$ cat config.mk
export PLATFORM = sky130hd
export DESIGN_NAME = spfc_regs
export DESIGN_NICKNAME = d
export VERILOG_FILES = /design/src/design/spfc_pkg.sv /design/src/design/spfc_regs.sv
export VERILOG_INCLUDE_DIRS = /design/src /design/src/design
export SDC_FILE = /design/constraint.sdc
export NUM_CORES = 1
export LEC_CHECK = 0
export ABC_AREA = 1
export ABC_CLOCK_PERIOD_IN_PS = 1150
export BUFFER_PORTS_ARGS = -buffer_cell sky130_fd_sc_hd__buf_2
export CORE_AREA = 2 2 85 87
export CTS_CLUSTER_SIZE = 16
export DETAILED_ROUTE_END_ITERATION = 6
export DIE_AREA = 0 0 87 89
export HOLD_SLACK_MARGIN = 0.12
export PLACE_DENSITY = 0.67
export SETUP_SLACK_MARGIN = 0.15
export SLEW_MARGIN = 20
export SYNTH_ARGS = -nofsm -noshare
export SYNTH_HDL_FRONTEND = slang
export SYNTH_SLANG_ARGS = --single-unit
$ cat constraint.sdc
create_clock -name clk_sys_i -period 1.15 [get_ports clk_sys_i]
set_input_delay 0.1725 -clock clk_sys_i [delete_from_list [all_inputs] [get_ports clk_sys_i]]
set_output_delay 0.1725 -clock clk_sys_i [all_outputs]
set_load 0.05 [all_outputs]
$ cat src/design/spfc_cfg.svh
// constants of the serial port frame configuration slice
// assumes byte-wide register port with word-free byte offsets
`ifndef SPFC_CFG_SVH
`define SPFC_CFG_SVH

`define SPFC_OFS_FRAME 4'h7
`define SPFC_OFS_DIV_LO 4'h8
`define SPFC_OFS_DIV_HI 4'h9
`define SPFC_OFS_WINDOW 4'ha
`define SPFC_OFS_DEBUG 4'hb
`define SPFC_OFS_EVENT 4'hc
`define SPFC_OFS_PULSE 4'hd
`define SPFC_RST_FRAME 8'h03
`define SPFC_RST_ZERO 8'h00
`define SPFC_POS_MODE 6
`define SPFC_POS_PARITY 4
`define SPFC_POS_STOP 3
`define SPFC_POS_ORDER 2
`define SPFC_POS_PHASE 1
`define SPFC_PULSE_316 8'h00
`define SPFC_PULSE_PASS 8'hff

`endif

$ cat src/design/spfc_pkg.sv
// types of the serial port frame configuration slice
// assumes spfc_cfg.svh is compiled alongside
package spfc_pkg;
	// communication mode, in field-code order
	typedef enum logic [1:0] {
		SPFC_ASYNC,
		SPFC_SYNC,
		SPFC_INFRARED,
		SPFC_HOST_SPI
	} spfc_mode_e;
	// decoded frame settings handed to shifter logic
	typedef struct packed {
		spfc_mode_e mode;
		logic parity_en;
		logic parity_odd;
		logic two_stop;
		logic [3:0] data_bits;
		logic nine_bit_low_first;
		logic nine_bit_high_first;
		logic spi_lsb_first;
		logic spi_trailing_sample;
	} spfc_frame_s;
	// infrared pulse shaping selection
	typedef struct packed {
		logic three_sixteenths;
		logic passthrough;
		logic [7:0] fixed_clocks;
	} spfc_pulse_s;
endpackage

$ cat src/design/spfc_regs.sv
// register slice for frame format, rate divisor and infrared options
// assumes a single-cycle byte register port and synchronous inputs
`timescale 1ns/1ps
`include "spfc_cfg.svh"
module spfc_regs (
	input wire logic clk_sys_i,
	input wire logic arst_n_i,
	input wire logic [3:0] addr_i, // byte offset
	input wire logic [7:0] wdata_i, // write data
	input wire logic wr_i, // write strobe
	input wire logic rd_i, // read strobe
	input wire logic debug_halt_i, // processor halted in debug
	input wire logic rx_pin_i, // receive pin level
	input wire logic ir_event_i, // event channel level
	output logic [7:0] rdata_o, // read data, cycle after rd
	output spfc_pkg::spfc_frame_s frame_o, // decoded frame
	output logic [15:0] rate_divisor_o, // divisor value
	output logic prescaler_reload_o, // pulse on divisor write
	output logic [1:0] autorate_window_o, // tolerance code
	output logic periph_run_o, // peripheral may advance
	output logic ir_rx_in_o, // selected infrared input
	output spfc_pkg::spfc_pulse_s pulse_o, // infrared pulse shape
	output logic pulse_active_o // pulse shaping in use
);
	// raw register contents
	logic [7:0] frame_q, frame_d;
	logic [15:0] div_q, div_d;
	logic [7:0] window_q, window_d;
	logic [7:0] debug_q, debug_d;
	logic [7:0] event_q, event_d;
	logic [7:0] pulse_q, pulse_d;
	// registered outputs
	logic [7:0] rdata_q, rdata_d;
	spfc_pkg::spfc_frame_s frame_out_q, frame_out_d;
	logic reload_q, reload_d;
	logic run_q, run_d;
	logic ir_in_q, ir_in_d;
	spfc_pkg::spfc_pulse_s pulse_out_q, pulse_out_d;
	logic pulse_act_q, pulse_act_d;

	// register writes; unmapped offsets are dropped silently
	always_comb begin
		frame_d = frame_q;
		div_d = div_q;
		window_d = window_q;
		debug_d = debug_q;
		event_d = event_q;
		pulse_d = pulse_q;
		reload_d = 1'b0;
		if (wr_i) begin
			unique case (addr_i)
				`SPFC_OFS_FRAME: frame_d = wdata_i;
				`SPFC_OFS_DIV_LO: begin
					div_d[7:0] = wdata_i;
					reload_d = 1'b1;
				end
				`SPFC_OFS_DIV_HI: begin
					div_d[15:8] = wdata_i;
					reload_d = 1'b1;
				end
				`SPFC_OFS_WINDOW: window_d = {wdata_i[7:6], 6'h00};
				`SPFC_OFS_DEBUG: debug_d = {7'h00, wdata_i[0]};
				`SPFC_OFS_EVENT: event_d = {7'h00, wdata_i[0]};
				`SPFC_OFS_PULSE: pulse_d = wdata_i;
				default: ;
			endcase
		end
	end

	// read mux; data valid only the cycle after the strobe
	always_comb begin
		rdata_d = 8'h00;
		if (rd_i) begin
			unique case (addr_i)
				`SPFC_OFS_FRAME: begin
					// spi view shows only mode, order and phase
					if (frame_q[7:6] == 2'h3) begin
						rdata_d = {frame_q[7:6], 3'h0, frame_q[2:1], 1'b0};
					end else begin
						rdata_d = frame_q;
					end
				end
				`SPFC_OFS_DIV_LO: rdata_d = div_q[7:0];
				`SPFC_OFS_DIV_HI: rdata_d = div_q[15:8];
				`SPFC_OFS_WINDOW: rdata_d = window_q;
				`SPFC_OFS_DEBUG: rdata_d = debug_q;
				`SPFC_OFS_EVENT: rdata_d = event_q;
				`SPFC_OFS_PULSE: rdata_d = pulse_q;
				default: rdata_d = 8'h00; // unmapped reads zero
			endcase
		end
	end

	// decode frame settings for the shifters
	always_comb begin
		frame_out_d = '0;
		frame_out_d.mode = spfc_pkg::spfc_mode_e'(frame_q[7:6]);
		if (frame_out_d.mode == spfc_pkg::SPFC_HOST_SPI) begin
			// low bits mean order and phase here, frame fields void
			frame_out_d.spi_lsb_first = frame_q[`SPFC_POS_ORDER];
			frame_out_d.spi_trailing_sample =
				frame_q[`SPFC_POS_PHASE];
			frame_out_d.data_bits = 4'h8;
		end else begin
			// code 1 reserved: treated as disabled, the safe choice
			frame_out_d.parity_en = frame_q[5];
			frame_out_d.parity_odd = frame_q[5] & frame_q[4];
			frame_out_d.two_stop = frame_q[`SPFC_POS_STOP];
			// one width for both directions
			unique case (frame_q[2:0])
				3'h0: frame_out_d.data_bits = 4'h5;
				3'h1: frame_out_d.data_bits = 4'h6;
				3'h2: frame_out_d.data_bits = 4'h7;
				3'h6: begin
					frame_out_d.data_bits = 4'h9;
					frame_out_d.nine_bit_low_first = 1'b1;
				end
				3'h7: begin
					frame_out_d.data_bits = 4'h9;
					frame_out_d.nine_bit_high_first = 1'b1;
				end
				default: frame_out_d.data_bits = 4'h8; // 8 and reserved
			endcase
		end
	end

	// debug halt gate, infrared input select and pulse shape
	always_comb begin
		run_d = debug_q[0] | ~debug_halt_i;
		// event enable cuts the receive pin off entirely
		ir_in_d = event_q[0] ? ir_event_i : rx_pin_i;
		pulse_out_d.three_sixteenths =
			(pulse_q == `SPFC_PULSE_316);
		pulse_out_d.passthrough = (pulse_q == `SPFC_PULSE_PASS);
		pulse_out_d.fixed_clocks = pulse_q;
		// shaping matters only in infrared mode
		pulse_act_d = (frame_q[7:6] == 2'h2);
	end

	// state registers; reset gives async, no parity, 1 stop, 8 bits
	always_ff @(posedge clk_sys_i or negedge arst_n_i) begin
		if (!arst_n_i) begin
			frame_q <= `SPFC_RST_FRAME;
			div_q <= 16'h0000;
			window_q <= `SPFC_RST_ZERO;
			debug_q <= `SPFC_RST_ZERO;
			event_q <= `SPFC_RST_ZERO;
			pulse_q <= `SPFC_RST_ZERO;
			rdata_q <= 8'h00;
			frame_out_q <= '0;
			reload_q <= 1'b0;
			run_q <= 1'b0;
			ir_in_q <= 1'b0;
			pulse_out_q <= '0;
			pulse_act_q <= 1'b0;
		end else begin
			frame_q <= frame_d;
			div_q <= div_d;
			window_q <= window_d;
			debug_q <= debug_d;
			event_q <= event_d;
			pulse_q <= pulse_d;
			rdata_q <= rdata_d;
			frame_out_q <= frame_out_d;
			reload_q <= reload_d;
			run_q <= run_d;
			ir_in_q <= ir_in_d;
			pulse_out_q <= pulse_out_d;
			pulse_act_q <= pulse_act_d;
		end
	end

	// outputs straight from flip-flops
	assign rdata_o = rdata_q;
	assign frame_o = frame_out_q;
	assign rate_divisor_o = div_q;
	assign prescaler_reload_o = reload_q;
	assign autorate_window_o = window_q[7:6];
	assign periph_run_o = run_q;
	assign ir_rx_in_o = ir_in_q;
	assign pulse_o = pulse_out_q;
	assign pulse_active_o = pulse_act_q;
endmodule

### Word level (Yosys, flattened, before mapping)

Index checks and enable logic that the tools add are counted.

| word-level totals | value |
|---|---|
| register bits after elaboration | 71 |
| bits of input ports | 19 |
| output and inout port bits | 53 |
| word-level logic and storage cells | 65 |

| cells by class | value |
|---|---|
| equal/unequal tests | 14 |
| multiplexer cells | 13 |
| bitwise operators | 3 |
| reduce and logical (&&, ||, !) cells | 11 |

Operator list:

| operator | count |
|---|---|
| case mux 8 bit (7 select lines) | 1 |
| == test 4 bit (second input constant) | 6 |
| case mux 4 bit (4 select lines) | 1 |
| AND reduction 2 bit | 7 |
| == test 8 bit (second input constant) | 1 |
| logical NOT 8 bit | 1 |
| 2-to-1 mux 8 bit | 1 |
| == test 3 bit (second input constant) | 2 |
| 2-to-1 mux 6 bit | 1 |
| 2-to-1 mux 1 bit | 5 |
| == test 2 bit (second input constant) | 2 |
| == test 4 x 3 -> 1 bit (second input constant) | 1 |
| 2-to-1 mux 2 bit | 2 |
| 2-to-1 mux 4 bit | 1 |
| OR reduction 2 bit | 2 |
| == test 3 x 1 -> 1 bit (second input constant) | 1 |
| == test 3 x 2 -> 1 bit (second input constant) | 1 |
| logical NOT 3 bit | 1 |
| 2-to-1 mux 3 bit | 1 |
| bitwise AND 1 bit | 1 |
| inverter 1 bit | 1 |
| OR 1 bit | 1 |

### Longest topological paths before layout

| logic depth | value |
|---|---|
| depth in word-level cells | 4 |
| mapped depth | 8 |
| gate-level depth less buffers | 8 |

### Least setup slack after synthesis

No wires, ideal clock.

| timing | value |
|---|---|
| path kind | flip-flop to flip-flop |
| start point | register frame_q[7] |
| end point | register frame_out_q, in the netlist frame_o[5] |
| library setup time | 0.078 ns |
| arrival time | 0.969 ns |
| data required time | 1.072 ns |
| path slack | 0.103 ns |
| stages on the path, launching flop included | 6 |
| buffers on the path | 0 |
| clock period less this slack | 1.047 ns |
| cells stage by stage | dfrtp_1 -> nand2_1 -> inv_1 -> nor2_1 -> o21ai_0 -> a21oi_1 |

RTL lines:

| element | RTL line | text |
|---|---|---|
| from (decl) | spfc_regs.sv:26 | `logic [7:0] frame_q, frame_d;` |
| from (signal assigned) | spfc_regs.sv:143 | `` frame_q <= `SPFC_RST_FRAME; `` |
| from (signal assigned) | spfc_regs.sv:157 | `frame_q <= frame_d;` |
| to (signal assigned) | spfc_regs.sv:164 | `frame_out_q <= frame_out_d;` |
| to (decl) | spfc_regs.sv:34 | `spfc_pkg::spfc_frame_s frame_out_q, frame_out_d;` |

### Worst setup path after layout

| timing | value |
|---|---|
| start point | register div_q[2] (netlist: rate_divisor_o[2]) |
| end point | output rate_divisor_o[2] |

RTL lines:

| element | RTL line | text |
|---|---|---|
| from (decl) | spfc_regs.sv:27 | `logic [15:0] div_q, div_d;` |
| from (signal assigned) | spfc_regs.sv:158 | `div_q <= div_d;` |
| to (decl) | spfc_regs.sv:17 | `output logic [15:0] rate_divisor_o,` |

No word-level cell between the ends.

==> results.cfg <==
[status]
status = finished clean

[synthesis]
ys_top_cells_by_count = 69 x dfrtp_1, 60 x nand2_1, 32 x o21ai_2
avgSynthCellArea_um2 = 10.3
synth.area.top_cells = dfrtp_1 58%, o21ai_2 9.5%, nand2_1 7.6%, nand3_1 5.2%, nor2_1 3.7%
synth_seq_cells = 71
synthMostInstantiatedCell = dfrtp_1
async_flop_share_pct = 100
synth_edf_count = 0
ys_seq_area_share_pct = 60.1
syn_nets = 307
yosysUniqueCellTypes = 23
syn_area_um2 = 2960
yosysTopAreaCellShare_pct = 58.4
synth-main-ff-cell = dfrtp_1
synth.largest_area_cell = dfrtp_1
synthesis.instances = 288
yosysWarnings = 0

[setup_path]
worstSetupPathType = flop to output pin
r2r_cells = 7
reg2reg_from = frame_q[6]$_DFFE_PN0P_
rrSetupSlack_ps = 90
cp_slowest_cell = dfrtp_2
crit_arrival_ps = 930
crit_fanout = 2
cp.depth = 1
crit_path_start_kind = flop
path_cells = buf_6
max_stage_delay_ps = 430
path_delay_family = flip-flops
cp-endpoint = rate_divisor_o[2]
path_buf_inv = 1
r2r_end = rdata_o[3]$_DFF_PN0_
critPathCaptureType = output pin
crit_required_ps = 980
startpoint = rate_divisor_o[2]$_DFFE_PN0P_

[power_and_ir_drop]
p_leak_nw = 2.21
ir_drop_uv = 782
power.density_nw_per_um2 = 1900

[global_routing]
globalRouteOverflowTotal = 0
grt_antenna_before_repair = 0
grt.total_usage_pct = 20.1
grt_pass1_vias = 2385
grt_max_degree = 30
grt_pass1_wl_mm = 11.7

[sta]
setup_tns_ps = 0
grt_setup_unrepaired = yes
period_needed_ps = 1110
period_share_pct = 96.2
max_slew.worst_pin.slew_ps = 356
setup_viol = 0
finalHoldViolations = 0
setup_slack_ps = 43.6
finClkSkew_ps = 5.12
drv_slew = 0
fmax_ghz = 0.904
relSlewSlack_pct = 76.3

[clock_network]
ctsHtreeMaxLevel = 3
cts_buffer_depth = 2
cts_tree = yes
numCtsBuffers = 9
cts_num_sinks = 71
clock_tree.root_cell = clkbuf_8
clk_latency_ps = 340
path_clk_slew_ps = 70

[cells_and_area]
nets = 429
diodes = 0
multi_input_area_um2 = 1090
drive_gt1_share_pct = 53.5
synthToLayoutAreaGrowth_pct = 49.5
fillers = 515
regArea_um2 = 1800

[worst_hold_path]
min_from = rd_i
hold_path.class = input pin to flop

[die]
die_x_um = 87
core_area_um2 = 6720
die_area_um2 = 7740
io-pin-count = 72
die_y_um = 89
row_count = 30
start_util_pct = 44.0

[placed_design]
hpwlAfterDp_mm = 5.05
portBuffers = 71
routabilityCongestion = 0.850
dpl_worst_slack_ps = -14.5

[route]
drc = 0
wl_per_cell_um = 15.0
ant_nets = 0
met1Wirelength_mm = 3.18
viasPerCell = 4.95
highest_layer = met4
dr_wl_met3_um = 333
wirelength_mm = 7.42
dr_wl_met2_mm = 3.75
drt_iter0_drc = 114
num_vias = 2451
firstDrtPassIters = 5

[run]
drv_cap = 0
-- cells in the final DEF (no fill, tap or decap) --
| cell | instances |
|---|---|
| nor2_2 | 4 |
| mux2_2 | 1 |
| nor2_1 | 23 |
| o21ai_1 | 3 |
| buf_12 | 3 |
| dfrtp_1 | 52 |
| dlygate4sd3_1 | 4 |
| dfrtp_2 | 17 |
| clkinvlp_4 | 1 |
| nand4_1 | 2 |
| inv_4 | 2 |
| buf_4 | 31 |
| o21ai_0 | 4 |
| nand3_4 | 2 |
| dfstp_2 | 2 |
| clkbuf_8 | 13 |
| clkbuf_1 | 1 |
| nor2_4 | 5 |
| inv_1 | 21 |
| a21oi_1 | 1 |
| nand3_2 | 11 |
| buf_2 | 18 |
| and2_1 | 1 |
| buf_6 | 63 |
| nand2_1 | 59 |
| a21oi_2 | 1 |
| nand2_4 | 2 |
| nor4_1 | 2 |
| nand3_1 | 20 |
| o21ai_2 | 33 |
| clkinv_2 | 2 |
| nand2_2 | 8 |
| inv_2 | 3 |
-- power breakdown --
| part | internal (W) | switching (W) | leakage [nW] |
|---|---|---|---|
| Sequential | 0.00297 | 0.000364 | 0.888 |
| Combinational | 0.00127 | 0.00190 | 1.23 |
| Clock | 0.00102 | 0.000879 | 0.0987 |
| Total | 0.00526 | 0.00315 | 2.21 |
-- area by class of cell --
type	count	share of cell area, %
Multi-Input combinational cell	182	24.6
Tap cell	80	2.26
Timing Repair Buffer	119	25.6
Inverter	27	2.43
Clock inverter	2	0.283
Clock buffer	14	4.13
Sequential cell	71	40.7
-- registers in the layout (all words and copies together) (netlist names) --
| signal | flops |
|---|---|
| pulse_o | 10 |
| ir_rx_in_o | 1 |
| rate_divisor_o | 16 |
| frame_q | 8 |
| pulse_q | 8 |
| frame_o | 13 |
| prescaler_reload_o | 1 |
| debug_q | 1 |
| event_q | 1 |
| rdata_o | 8 |
| periph_run_o | 1 |
| pulse_active_o | 1 |
| window_q | 2 |
-- logic make-up (layout without fill, tap and decap cells) --
logic type,Yosys count,after routing,synth area share (%)
AO/OA/AOI/OAI,42,42,11.2
buffers and inverters,35,162,6.17
flip-flops,71,71,60.1
multiplexers,1,1,0.381
AND/OR/NAND/NOR,139,139,22.2
-- worst min-delay path by stage --
stage | endpoint | slack (ps) | cells past startpoint
2_1_floorplan | debug_q[0]$_DFFE_PN0P_ | -120 | 0
3_3_place_gp | frame_o[10]$_DFF_PN0_ | 90 | 1
3_5_place_dp | frame_o[9]$_DFF_PN0_ | 80 | 1
4_1_cts | rdata_o[0]$_DFF_PN0_ | 170 | 3
5_1_grt | rdata_o[5]$_DFF_PN0_ | 190 | 3
6_report | rdata_o[5]$_DFF_PN0_ | 170 | 3
-- metrics by stage --
stage / hold slack, ps / std cells / area (µm²) / total power, W / utilization, %
global placement: 89.6 / 446 / 3510 / 0.00561 / 52.2
floorplan: -123 / 288 / 2980 / 0.00495 / -
detailed placement: 82.9 / 446 / 3510 / 0.00565 / 52.2
global route: 190 / 495 / 4420 / 0.00878 / 65.8
finish: 173 / 495 / 4420 / 0.00841 / 65.8
CTS: 166 / 491 / 4360 / 0.00837 / 64.9
-- timing repair --
item                                   in CTS  in global routing
buffers inserted                           25                  4
cloned                                      0                  0
resized for setup                         134                 10
setup endpoints to repair                  62                 66
hold buffers                                4                  0
pin swaps                                  10                  9
endpoints found under the hold margin      73                  0
-- per-layer routing --
metal | vias to the layer above | track usage, %
met5 | - | 0
met4 | 0 | 9.94
met3 | 17 | 3.79
met2 | 73 | 32.4
met1 | 1187 | 26.2
li1 | 1174 | -
(Power assumes the default switching activity.)
